File: src/pkg/spr_pkg.sv
`default_nettype none
package spr_pkg;

  // read opcode and serial framing counts, in serial clocks
  localparam logic [7:0] CMD_READ_PARAM = 8'h5A;
  localparam logic [5:0] CMD_END = 6'h08;
  localparam logic [5:0] ADDR_HI_END = CMD_END + 6'h10;
  localparam logic [5:0] ADDR_END = ADDR_HI_END + 6'h08;
  localparam logic [5:0] HDR_END = ADDR_END + 6'h08;
  localparam logic [2:0] BYTE_LAST_BIT = 3'h7;

  // table byte addresses
  localparam logic [7:0] A_HDR_LAST = 8'h0F;
  localparam logic [7:0] A_BASIC = 8'h80;
  localparam logic [7:0] A_BASIC_LAST = 8'hA3;

  // byte values
  localparam logic [7:0] V_RSVD = 8'hFF;
  localparam logic [7:0] V_ZERO = 8'h00;
  localparam logic [31:0] V_SIGNATURE = 32'h50444653;
  localparam logic [7:0] V_REV_MAJOR = 8'h01;
  localparam logic [7:0] V_PARAM_HEADER_COUNT = 8'h00;
  localparam logic [7:0] V_PARAM_TABLE_IDENT = 8'h00;
  localparam logic [7:0] V_TABLE_DWORDS = 8'h09;
  localparam logic [23:0] V_PARAM_TABLE_OFFSET = 24'h000080;
  localparam logic [7:0] V_ERASE_CAPS = 8'hE5;
  localparam logic [7:0] V_OP_ERASE_4K = 8'h20;
  localparam logic [7:0] V_READ_CAPS = 8'hF1;
  localparam logic [31:0] V_DENSITY = 32'h07FFFFFF;
  localparam logic [7:0] V_QIO_WAIT = 8'h44;
  localparam logic [7:0] V_OP_QIO = 8'hEB;
  localparam logic [7:0] V_DUMMY8 = 8'h08;
  localparam logic [7:0] V_OP_QOUT = 8'h6B;
  localparam logic [7:0] V_OP_DOUT = 8'h3B;
  localparam logic [7:0] V_DIO_WAIT = 8'h80;
  localparam logic [7:0] V_OP_DIO = 8'hBB;
  localparam logic [7:0] V_WIDE_CAPS = 8'hFE;
  localparam logic [7:0] V_SIZE_4K = 8'h0C;
  localparam logic [7:0] V_SIZE_32K = 8'h0F;
  localparam logic [7:0] V_OP_ERASE_32K = 8'h52;
  localparam logic [7:0] V_SIZE_64K = 8'h10;
  localparam logic [7:0] V_OP_ERASE_64K = 8'hD8;

  // synchronised pin group
  typedef struct packed {
    logic cs_n;
    logic sck;
    logic di;
  } spr_pins_t;

endpackage
`default_nettype wire

File: src/logic/spr_rom.sv
`timescale 1ns/1ns
`default_nettype none
module spr_rom (
  input wire logic [7:0] addr_i, // table byte address
  output logic [7:0] data_o // table byte
);

  // fixed contents, no write path exists at all
  always_comb begin
    case (addr_i)
      8'h00: data_o = spr_pkg::V_SIGNATURE[7:0];
      8'h01: data_o = spr_pkg::V_SIGNATURE[15:8];
      8'h02: data_o = spr_pkg::V_SIGNATURE[23:16];
      8'h03: data_o = spr_pkg::V_SIGNATURE[31:24];
      8'h04: data_o = spr_pkg::V_ZERO;
      8'h05: data_o = spr_pkg::V_REV_MAJOR;
      8'h06: data_o = spr_pkg::V_PARAM_HEADER_COUNT;
      8'h08: data_o = spr_pkg::V_PARAM_TABLE_IDENT;
      8'h09: data_o = spr_pkg::V_ZERO;
      8'h0A: data_o = spr_pkg::V_REV_MAJOR;
      8'h0B: data_o = spr_pkg::V_TABLE_DWORDS;
      8'h0C: data_o = spr_pkg::V_PARAM_TABLE_OFFSET[7:0];
      8'h0D: data_o = spr_pkg::V_PARAM_TABLE_OFFSET[15:8];
      8'h0E: data_o = spr_pkg::V_PARAM_TABLE_OFFSET[23:16];
      8'h80: data_o = spr_pkg::V_ERASE_CAPS;
      8'h81: data_o = spr_pkg::V_OP_ERASE_4K;
      8'h82: data_o = spr_pkg::V_READ_CAPS;
      8'h84: data_o = spr_pkg::V_DENSITY[7:0];
      8'h85: data_o = spr_pkg::V_DENSITY[15:8];
      8'h86: data_o = spr_pkg::V_DENSITY[23:16];
      8'h87: data_o = spr_pkg::V_DENSITY[31:24];
      8'h88: data_o = spr_pkg::V_QIO_WAIT;
      8'h89: data_o = spr_pkg::V_OP_QIO;
      8'h8A: data_o = spr_pkg::V_DUMMY8;
      8'h8B: data_o = spr_pkg::V_OP_QOUT;
      8'h8C: data_o = spr_pkg::V_DUMMY8;
      8'h8D: data_o = spr_pkg::V_OP_DOUT;
      8'h8E: data_o = spr_pkg::V_DIO_WAIT;
      8'h8F: data_o = spr_pkg::V_OP_DIO;
      8'h90: data_o = spr_pkg::V_WIDE_CAPS;
      8'h96: data_o = spr_pkg::V_ZERO;
      8'h97: data_o = spr_pkg::V_ZERO;
      8'h9A: data_o = spr_pkg::V_DUMMY8;
      8'h9B: data_o = spr_pkg::V_OP_QIO;
      8'h9C: data_o = spr_pkg::V_SIZE_4K;
      8'h9D: data_o = spr_pkg::V_OP_ERASE_4K;
      8'h9E: data_o = spr_pkg::V_SIZE_32K;
      8'h9F: data_o = spr_pkg::V_OP_ERASE_32K;
      8'hA0: data_o = spr_pkg::V_SIZE_64K;
      8'hA1: data_o = spr_pkg::V_OP_ERASE_64K;
      8'hA2: data_o = spr_pkg::V_ZERO;
      8'hA3: data_o = spr_pkg::V_ZERO;
      // every other location is reserved
      default: data_o = spr_pkg::V_RSVD;
    endcase
  end

endmodule
`default_nettype wire

File: src/logic/spr_top.sv
`timescale 1ns/1ns
`default_nettype none
module spr_top (
  input wire logic CLOCK_I, // 20 MHz system clock
  input wire logic SYS_RST_I, // async reset, active high
  input wire logic CS_N_I, // serial chip select, active low
  input wire logic SCK_I, // serial clock from host
  input wire logic DI_I, // serial data in
  output logic DO_O, // serial data out, registered
  output logic DO_OE_O, // data out enable, high while driving
  output logic ADDR_FAULT_O // upper address bits seen nonzero
);

  typedef enum {ST_CMD, ST_ADDR, ST_DUMMY, ST_DATA, ST_SKIP} spr_state_t;

  spr_pkg::spr_pins_t pin_s1_r;
  spr_pkg::spr_pins_t pin_s2_r;
  logic sck_d_r;
  logic cs_idle;
  logic sck_rise;
  logic sck_fall;
  spr_state_t state_r;
  logic [5:0] clk_cnt_r;
  logic [7:0] in_sh_r;
  logic [7:0] in_nxt;
  logic [7:0] addr_r;
  logic [2:0] bit_cnt_r;
  logic [6:0] out_sh_r;
  logic dout_r;
  logic oe_r;
  logic fault_r;
  logic load_byte;
  logic [7:0] rom_data;

  // two-flop synchroniser; stage one feeds only stage two
  always_ff @(posedge CLOCK_I or posedge SYS_RST_I) begin
    if (SYS_RST_I) begin
      pin_s1_r <= '{cs_n: 1'b1, sck: 1'b0, di: 1'b0};
      pin_s2_r <= '{cs_n: 1'b1, sck: 1'b0, di: 1'b0};
    end else begin
      pin_s1_r <= '{cs_n: CS_N_I, sck: SCK_I, di: DI_I};
      pin_s2_r <= pin_s1_r;
    end
  end

  // previous serial clock level for edge detection
  always_ff @(posedge CLOCK_I or posedge SYS_RST_I) begin
    if (SYS_RST_I) begin
      sck_d_r <= 1'b0;
    end else begin
      sck_d_r <= pin_s2_r.sck;
    end
  end

  // edges are seen late by the sync delay, so sck must stay well under clk/4
  assign cs_idle = pin_s2_r.cs_n;
  assign sck_rise = pin_s2_r.sck & ~sck_d_r & ~cs_idle;
  assign sck_fall = ~pin_s2_r.sck & sck_d_r & ~cs_idle;
  assign in_nxt = {in_sh_r[6:0], pin_s2_r.di};

  // rising-edge clock count, saturates once the header is through
  always_ff @(posedge CLOCK_I or posedge SYS_RST_I) begin
    if (SYS_RST_I) begin
      clk_cnt_r <= 6'h00;
    end else if (cs_idle) begin
      clk_cnt_r <= 6'h00;
    end else if (sck_rise && clk_cnt_r != spr_pkg::HDR_END) begin
      clk_cnt_r <= clk_cnt_r + 6'h01;
    end
  end

  // input shift register, sampled on sck rising edges
  always_ff @(posedge CLOCK_I or posedge SYS_RST_I) begin
    if (SYS_RST_I) begin
      in_sh_r <= 8'h00;
    end else if (cs_idle) begin
      in_sh_r <= 8'h00;
    end else if (sck_rise) begin
      in_sh_r <= in_nxt;
    end
  end

  // frame sequencing; deselect always returns to opcode phase
  always_ff @(posedge CLOCK_I or posedge SYS_RST_I) begin
    if (SYS_RST_I) begin
      state_r <= ST_CMD;
    end else if (cs_idle) begin
      state_r <= ST_CMD;
    end else if (sck_rise) begin
      case (state_r)
        ST_CMD: begin
          if (clk_cnt_r == spr_pkg::CMD_END - 6'h01) begin
            // other opcodes belong to other blocks; stay silent
            state_r <= (in_nxt == spr_pkg::CMD_READ_PARAM) ? ST_ADDR : ST_SKIP;
          end
        end
        ST_ADDR: begin
          if (clk_cnt_r == spr_pkg::ADDR_END - 6'h01) begin
            state_r <= ST_DUMMY;
          end
        end
        ST_DUMMY: begin
          if (clk_cnt_r == spr_pkg::HDR_END - 6'h01) begin
            state_r <= ST_DATA;
          end
        end
        ST_DATA: state_r <= ST_DATA;
        ST_SKIP: state_r <= ST_SKIP;
        default: state_r <= ST_SKIP;
      endcase
    end
  end

  // a new byte is fetched on the first fall of every eight
  assign load_byte = sck_fall && state_r == ST_DATA && bit_cnt_r == 3'h0;

  // byte address: only the low eight address bits are kept
  always_ff @(posedge CLOCK_I or posedge SYS_RST_I) begin
    if (SYS_RST_I) begin
      addr_r <= 8'h00;
    end else if (sck_rise && state_r == ST_ADDR) begin
      addr_r <= in_nxt;
    end else if (load_byte) begin
      addr_r <= addr_r + 8'h01;
    end
  end

  // flags a host that sent nonzero upper address bits
  always_ff @(posedge CLOCK_I or posedge SYS_RST_I) begin
    if (SYS_RST_I) begin
      fault_r <= 1'b0;
    end else if (cs_idle) begin
      fault_r <= 1'b0;
    end else if (sck_rise && state_r == ST_ADDR && clk_cnt_r < spr_pkg::ADDR_HI_END &&
                 pin_s2_r.di) begin
      fault_r <= 1'b1;
    end
  end

  // bit position within the output byte
  always_ff @(posedge CLOCK_I or posedge SYS_RST_I) begin
    if (SYS_RST_I) begin
      bit_cnt_r <= 3'h0;
    end else if (cs_idle) begin
      bit_cnt_r <= 3'h0;
    end else if (sck_fall && state_r == ST_DATA) begin
      bit_cnt_r <= (bit_cnt_r == spr_pkg::BYTE_LAST_BIT) ? 3'h0 : bit_cnt_r + 3'h1;
    end
  end

  // msb-first output shifter, updated on sck falling edges
  always_ff @(posedge CLOCK_I or posedge SYS_RST_I) begin
    if (SYS_RST_I) begin
      out_sh_r <= 7'h00;
      dout_r <= 1'b0;
    end else if (load_byte) begin
      dout_r <= rom_data[7];
      out_sh_r <= rom_data[6:0];
    end else if (sck_fall && state_r == ST_DATA) begin
      dout_r <= out_sh_r[6];
      out_sh_r <= {out_sh_r[5:0], 1'b0};
    end
  end

  // drive only from the first data fall until deselect
  always_ff @(posedge CLOCK_I or posedge SYS_RST_I) begin
    if (SYS_RST_I) begin
      oe_r <= 1'b0;
    end else if (cs_idle) begin
      oe_r <= 1'b0;
    end else if (load_byte) begin
      oe_r <= 1'b1;
    end
  end

  // constant table lookup
  spr_rom u_rom (
    .addr_i(addr_r),
    .data_o(rom_data)
  );

  assign DO_O = dout_r;
  assign DO_OE_O = oe_r;
  assign ADDR_FAULT_O = fault_r;
endmodule
`default_nettype wire

File: config.mk
export PLATFORM = sky130hd
export DESIGN_NAME = spr_top
export DESIGN_NICKNAME = d
export VERILOG_FILES = /design/src/pkg/spr_pkg.sv /design/src/logic/spr_rom.sv /design/src/logic/spr_top.sv
export SDC_FILE = /design/constraint.sdc
export NUM_CORES = 1
export LEC_CHECK = 0
export CORE_ASPECT_RATIO = 0.7
export CORE_UTILIZATION = 39
export DETAILED_ROUTE_END_ITERATION = 16
export DONT_BUFFER_PORTS = 1
export GPL_ROUTABILITY_DRIVEN = 0
export GPL_TIMING_DRIVEN = 1
export PLACE_DENSITY = 0.6
export SYNTH_ARGS = -nofsm -noshare
export SYNTH_HDL_FRONTEND = slang
export SYNTH_SLANG_ARGS = --single-unit
File: constraint.sdc
create_clock -name CLOCK_I -period 2.6 [get_ports CLOCK_I]
set_clock_uncertainty 0.05 [all_clocks]
set_input_delay 0.39 -clock CLOCK_I [delete_from_list [all_inputs] [get_ports CLOCK_I]]
set_output_delay 0.39 -clock CLOCK_I [all_outputs]
set_load 0.02 [all_outputs]
==> flow_summary.ini, run 1 <==
[clock_tree]
numCtsBuffers = 5
cts_buffer_depth = 2
clk_pin_slew_ns = 0.08
h-tree-depth = 2
post_cts_buffers = 0
cts_tree = yes
cts-root-buf = clkbuf_8
cts.sink_count = 44
insertion_delay_ns = 0.30
cts_resized = 0
hold_buffers = 0

[worst_setup_path]
cp-start-kind = flop
worstSetupEndpointType = flop
crit_type = flop to flop
rrSetupSlack_ns = 0.29
cp_max_fo = 16
arrival_ns = 2.47
r2r_cells = 7
crit_required_ns = 2.76
rr_startpoint = addr_r[0]
r2r_end = out_sh_r[0]

[power]
clockPowerShare = 0.462
seq_power_share = 0.514
p_leak_nw = 1.21
p_comb_frac = 0.024
swShare = 0.207
p_switching_mw = 0.283
p_int_mw = 1.09
pwr_density_cell_nw_per_um2 = 461
ir_worst_vdd_v = 0.000347

[hold_path]
holdCritPathClass = input port to flop
min_path_cells = 0
holdPathEnd = pin_s1_r[2]
hold_start = CS_N_I

[floorplanning]
chipHeight_um = 72.5
num_rows = 25
initial_core_util = 0.406
dieArea_um2 = 7440
ios = 8
coreArea_um2 = 6820
die_x_um = 103

[timing]
fin_crit_sh = 0.889
relSlewSlack = 0.389
max_freq_ghz = 0.433
fin_crit_ns = 2.31
drv_slew = 0
setup_viol = 0
fin_tns_setup_ns = 0
grt_setup_unrepaired = false
hold_slack_ns = 0.0307
tightestPinTransition_ns = 0.916
hold_viol = 0

[route]
viasPerCell = 5.77
dr.pass1.iters = 6
antenna_left = 0
wl_per_cell_um = 16.2
routed_wl_um = 6550
drt_iter0_markers = 325
drc = 0
vias = 2336

[logic_synthesis]
synth_cell_type_count = 62
netlist_top_cells_area = dfrtp_1 (38%), nand2_1 (5.4%), a21oi_1 (4.5%)
synth-seq-area-share = 0.399
ys_ff_latch = 44
syn_area_per_cell_um2 = 8.79
synthesis.area_um2 = 2770
ys.flop_type = dfrtp_1
synth_largest_area_cell = dfrtp_1
synth_most_common_cell = dfrtp_1
synth_cells = 315
ys_async_sr_fraction = 1.00
synth_common_cells = dfrtp_1 (42), nand2_1 (40), nor2_1 (26)
synth_top_cell_area_share = 0.380
synth_nets = 329
yosys_warnings = 0
synth-edff-count = 0

[placed_design]
placed_area_um2 = 2840
place_hpwl_um = 4580
io_buffers = 0

[global_route]
globalRouteTotalUtil = 0.197
antenna_found_initial = 0
grt-ovfl-total = 0
grt_pass1_vias = 2177
grt_pass1_wl_um = 11300
grt_max_degree = 45

[flow_run]
max_cap_violations = 0

[cells_and_area]
fill_cells = 691
drive_gt1_frac = 0.103
area_growth_pct = 7.28
final_cell_area_um2 = 2970
nets = 324
antenna_cells = 0

[run_status]
status = finished clean
power by group through the flow:
stage / clock [mW] / sequential, mW / combinational [mW]
floorplan: 0 / 0.711 / 0.0293
global route: 0.665 / 0.707 / 0.0384
finish: 0.633 / 0.704 / 0.0324
CTS: 0.645 / 0.704 / 0.0339
detailed placement: 0 / 0.718 / 0.0338
global placement: 0 / 0.718 / 0.0334
metal layers:
| layer | share of wire | track usage |
|---|---|---|
| met2 | 0.40 | 0.264 |
| met4 | 0.019 | 0.0714 |
| met3 | 0.067 | 0.0385 |
| met5 | 0 | 0 |
| met1 | 0.51 | 0.308 |
worst max path at each step:
stage,from,endpoint,slack (ns),depth (start not counted)
after floorplan,addr_r[0],out_sh_r[2],0.58,9
after global placement,addr_r[0],out_sh_r[2],0.38,7
after detailed placement,addr_r[0],out_sh_r[0],0.33,7
after CTS,addr_r[0],out_sh_r[0],0.31,7
after global routing,addr_r[0],out_sh_r[0],0.09,7
final,addr_r[0],out_sh_r[0],0.29,7
worst max-delay path, cell delays in order (launching register included):
cell     delay, ns
dfrtp_1       0.44
ha_1          0.43
nor2b_1       0.25
o21ai_0       0.14
a21oi_1       0.10
nor4_2        0.41
nand3_4       0.17
a32oi_1       0.23
cell type report:
| type | count | area, um^2 | share of cell area |
|---|---|---|---|
| multi-input combinational | 237 | 1500 | 0.505 |
| sequential | 44 | 1100 | 0.372 |
| tap | 94 | 118 | 0.0396 |
| clock buffer | 6 | 72.6 | 0.0244 |
| timing repair buffer | 9 | 67.6 | 0.0228 |
| clock inverter | 2 | 60.1 | 0.0202 |
| inverter | 13 | 48.8 | 0.0164 |
cells in the final DEF, fill, tap and decap left out, types with 3 or more instances in the layout:
cell and instances:
xnor2_1 4, mux2i_1 4, and3_1 6, nand2_1 40, nand4_1 3, nor3_1 9
o31ai_1 3, o211ai_1 5, a2111oi_0 3, clkbuf_8 5, a31oi_1 11, nand3_1 6
xor2_1 4, a21oi_1 25, or3_1 6, o21ai_0 23, nand2b_1 5, ha_1 9
dfrtp_1 42, buf_4 9, inv_1 12, nor2b_1 5, nor2_1 26
flip-flops by register name (all words and copies together) (netlist names), 3 cells and up:
| signal | count |
|---|---|
| state_r | 3 |
| out_sh_r | 7 |
| pin_s1_r | 3 |
| clk_cnt_r | 6 |
| addr_r | 8 |
| in_sh_r | 7 |
| bit_cnt_r | 3 |
cell families after synthesis:
logic type,Yosys count,synth area share
flip-flops,44,0.399
buffers and inverters,34,0.0597
AND/OR/NAND/NOR,129,0.256
adder cells (fa/ha/maj),9,0.0407
XOR/XNOR,8,0.0253
multiplexers,4,0.0145
AO/OA/AOI/OAI,87,0.205
through the flow:
step                      utilization  power, mW  std cells  setup slack (ns)
final                           0.435       1.37        405             0.290
after global routing            0.435       1.41        405            0.0864
after CTS                       0.435       1.38        405             0.305
after detailed placement        0.416      0.752        397             0.327
after global placement          0.416      0.751        397             0.379
after floorplan                     -      0.741        315             0.582
Power figures use the tool's default switching activity.
==> run 2, diff against run 1 <==
- CORE_ASPECT_RATIO: 0.7 -> 0.6
- TNS_END_PERCENT: not set -> 100
- clock period: 2.6 -> 2.43 ns (I/O delays scaled with it)
==> run 2 against run 1 <==
- clock power rose by 30%
- largest cell class unchanged
- sequential power rose by 6.5%
- register-to-register slack got worse by 0.15 ns
- final cell count rose by 0.74%
==> flow_summary.ini, run 2 (synthesis gave the netlist of run 1 again) <==
[route]
routed_wl_um = 7040
vias = 2420
viasPerCell = 5.93
antenna_left = 0
wl_per_cell_um = 17.2
dr.pass1.iters = 5
drc = 0
drt_iter0_markers = 243

[worst_setup_path]
cp.depth = 7
arrival_ns = 2.39
cp-start-kind = flop
crit_buf_inv = 1
crit_path_max_incr_delay_ns = 0.60
crit_path_frequent_cell = nor4_2
worstSetupEndpointType = flop
crit_type = flop to flop
cpLargestDelayFamily = simple AND/OR/NAND/NOR gates
cp_max_fo = 14
crit_chain = nor4_2 -> buf_4 -> nand2_1 -> a21oi_1 -> nor4_2 -> nand3_4 -> a32oi_1
crit_slowest_cell = dfrtp_1
r2r_cells = 7
crit_required_ns = 2.53

[floorplanning]
initial_core_util = 0.409
num_rows = 23
die_x_um = 111
coreArea_um2 = 6760
ios = 8
dieArea_um2 = 7450
chipHeight_um = 67.3

[cells_and_area]
largest_reg_flops = 8
fill_cells = 648
final-instance-count-excl-fill = 408
area_growth_pct = 11.7
top_regs = addr_r x8, in_sh_r x7, out_sh_r x7
drive_gt1_frac = 0.140
seq_area_um2 = 1100
regMostFlops = addr_r
multiInputGateArea_um2 = 1500
nets = 334
final_common_cell = dfrtp_1
mostFrequentLayoutCells = dfrtp_1 (42), nand2_1 (40), nor2_1 (26)
antenna_cells = 0

[flow_run]
max_cap_violations = 0

[clock_tree]
h-tree-depth = 2
clk_pin_slew_ns = 0.06
numCtsBuffers = 5
cts.sink_count = 44
cts_tree = yes
insertion_delay_ns = 0.29
post_cts_buffers = 0
cts-root-buf = clkbuf_16
cts_buffer_depth = 2

[power]
swShare = 0.198
seq_power_share = 0.465
clockPowerShare = 0.509
p_comb_frac = 0.026
pwr_density_cell_nw_per_um2 = 522
power_mw = 1.61
p_switching_mw = 0.319
p_int_mw = 1.29
p_leak_nw = 1.28
ir_worst_vdd_v = 0.000380

[timing]
max_freq_ghz = 0.436
fin_tns_setup_ns = 0
tightestPinTransition_ns = 0.921
setup_viol = 0
fin_crit_ns = 2.29
hold_viol = 0
relSlewSlack = 0.385
grt_setup_unrepaired = false
fin_crit_sh = 0.944
drv_slew = 0

[run_status]
status = finished clean

[hold_path]
min_path_cells = 0
holdCritPathClass = input port to flop

[placed_design]
place_hpwl_um = 4970
io_buffers = 0
dp_cells = 400

[global_route]
grt-ovfl-total = 0
grt_max_degree = 45
globalRouteTotalUtil = 0.204
grt_pass1_wl_um = 11700
antenna_found_initial = 0
grt_pass1_vias = 2197
==> run 2: changes by cell type in the layout (fill, tap and decap cells not counted) <==
cell	delta
buf_4	+10
bufinv_16	-1
clkbuf_1	-1
clkbuf_16	+5
clkbuf_8	-3
ha_1	-2
ha_2	+2
==> run 2: worst register-to-register path: cells and delay by family (launching register included) <==
kind	cells	cell delay [ns]
flops	1	0.60
buf+inv	1	0.19
compound gates	2	0.58
simple gates	4	0.74
==> run 2: per-stage QoR <==
step / util / cell area, um^2 / setup slack [ns] / hold slack [ns]
global placement: 0.429 / 2900 / 0.200 / 0.284
finish: 0.457 / 3090 / 0.135 / 0.0185
global route: 0.457 / 3090 / 0.0266 / 0.00576
floorplan: - / 2770 / 0.412 / 0.281
detailed placement: 0.429 / 2900 / 0.166 / 0.285
CTS: 0.456 / 3090 / 0.163 / 0.0112
==> run 2: timing repair <==
item / 4_1_cts / 5_1_grt
resized for setup: 0 / 2
endpoints found under the setup margin: 0 / 3
hold buffers: 0 / 0
==> run 2: path summary, 6_finish.rpt <==
| path | end | slack (ns) | from |
|---|---|---|---|
| setup / recovery | out_sh_r[0] | 0.14 | addr_r[5] |
| hold / removal | pin_s1_r[2] | 0.02 | CS_N_I |
| setup reg to reg | out_sh_r[0] | 0.14 | addr_r[5] |
| hold reg to reg | in_nxt[0] | 0.30 | pin_s1_r[0] |
| max in group asynchronous | addr_r[6] | 1.65 | SYS_RST_I |
| min in group asynchronous | bit_cnt_r[1] | 0.10 | SYS_RST_I |
==> run 2: layout make-up <==
class	count	share of cell area
clock buffers	7	0.0494
clock inverters	1	0.00972
inverters	13	0.0158
multi-input cells	237	0.487
flip-flops and latches	44	0.357
well taps	87	0.0352
repair buffers	19	0.0462
==> run 2: power groups by stage <==
stage	clock network, mW	logic [mW]	registers, mW
after detailed placement	0	0.0430	0.763
final	0.822	0.0414	0.750
after global routing	0.860	0.0488	0.750
after floorplan	0	0.0313	0.761
after global placement	0	0.0424	0.763
after CTS	0.835	0.0433	0.750
==> run 2: layer usage <==
layer	global-route usage	up-vias	wire, um
met4	0.0500	0	57
met3	0.0592	6	705
met2	0.259	87	2520
met1	0.323	1183	3750
li1	-	1144	-
met5	0	-	0
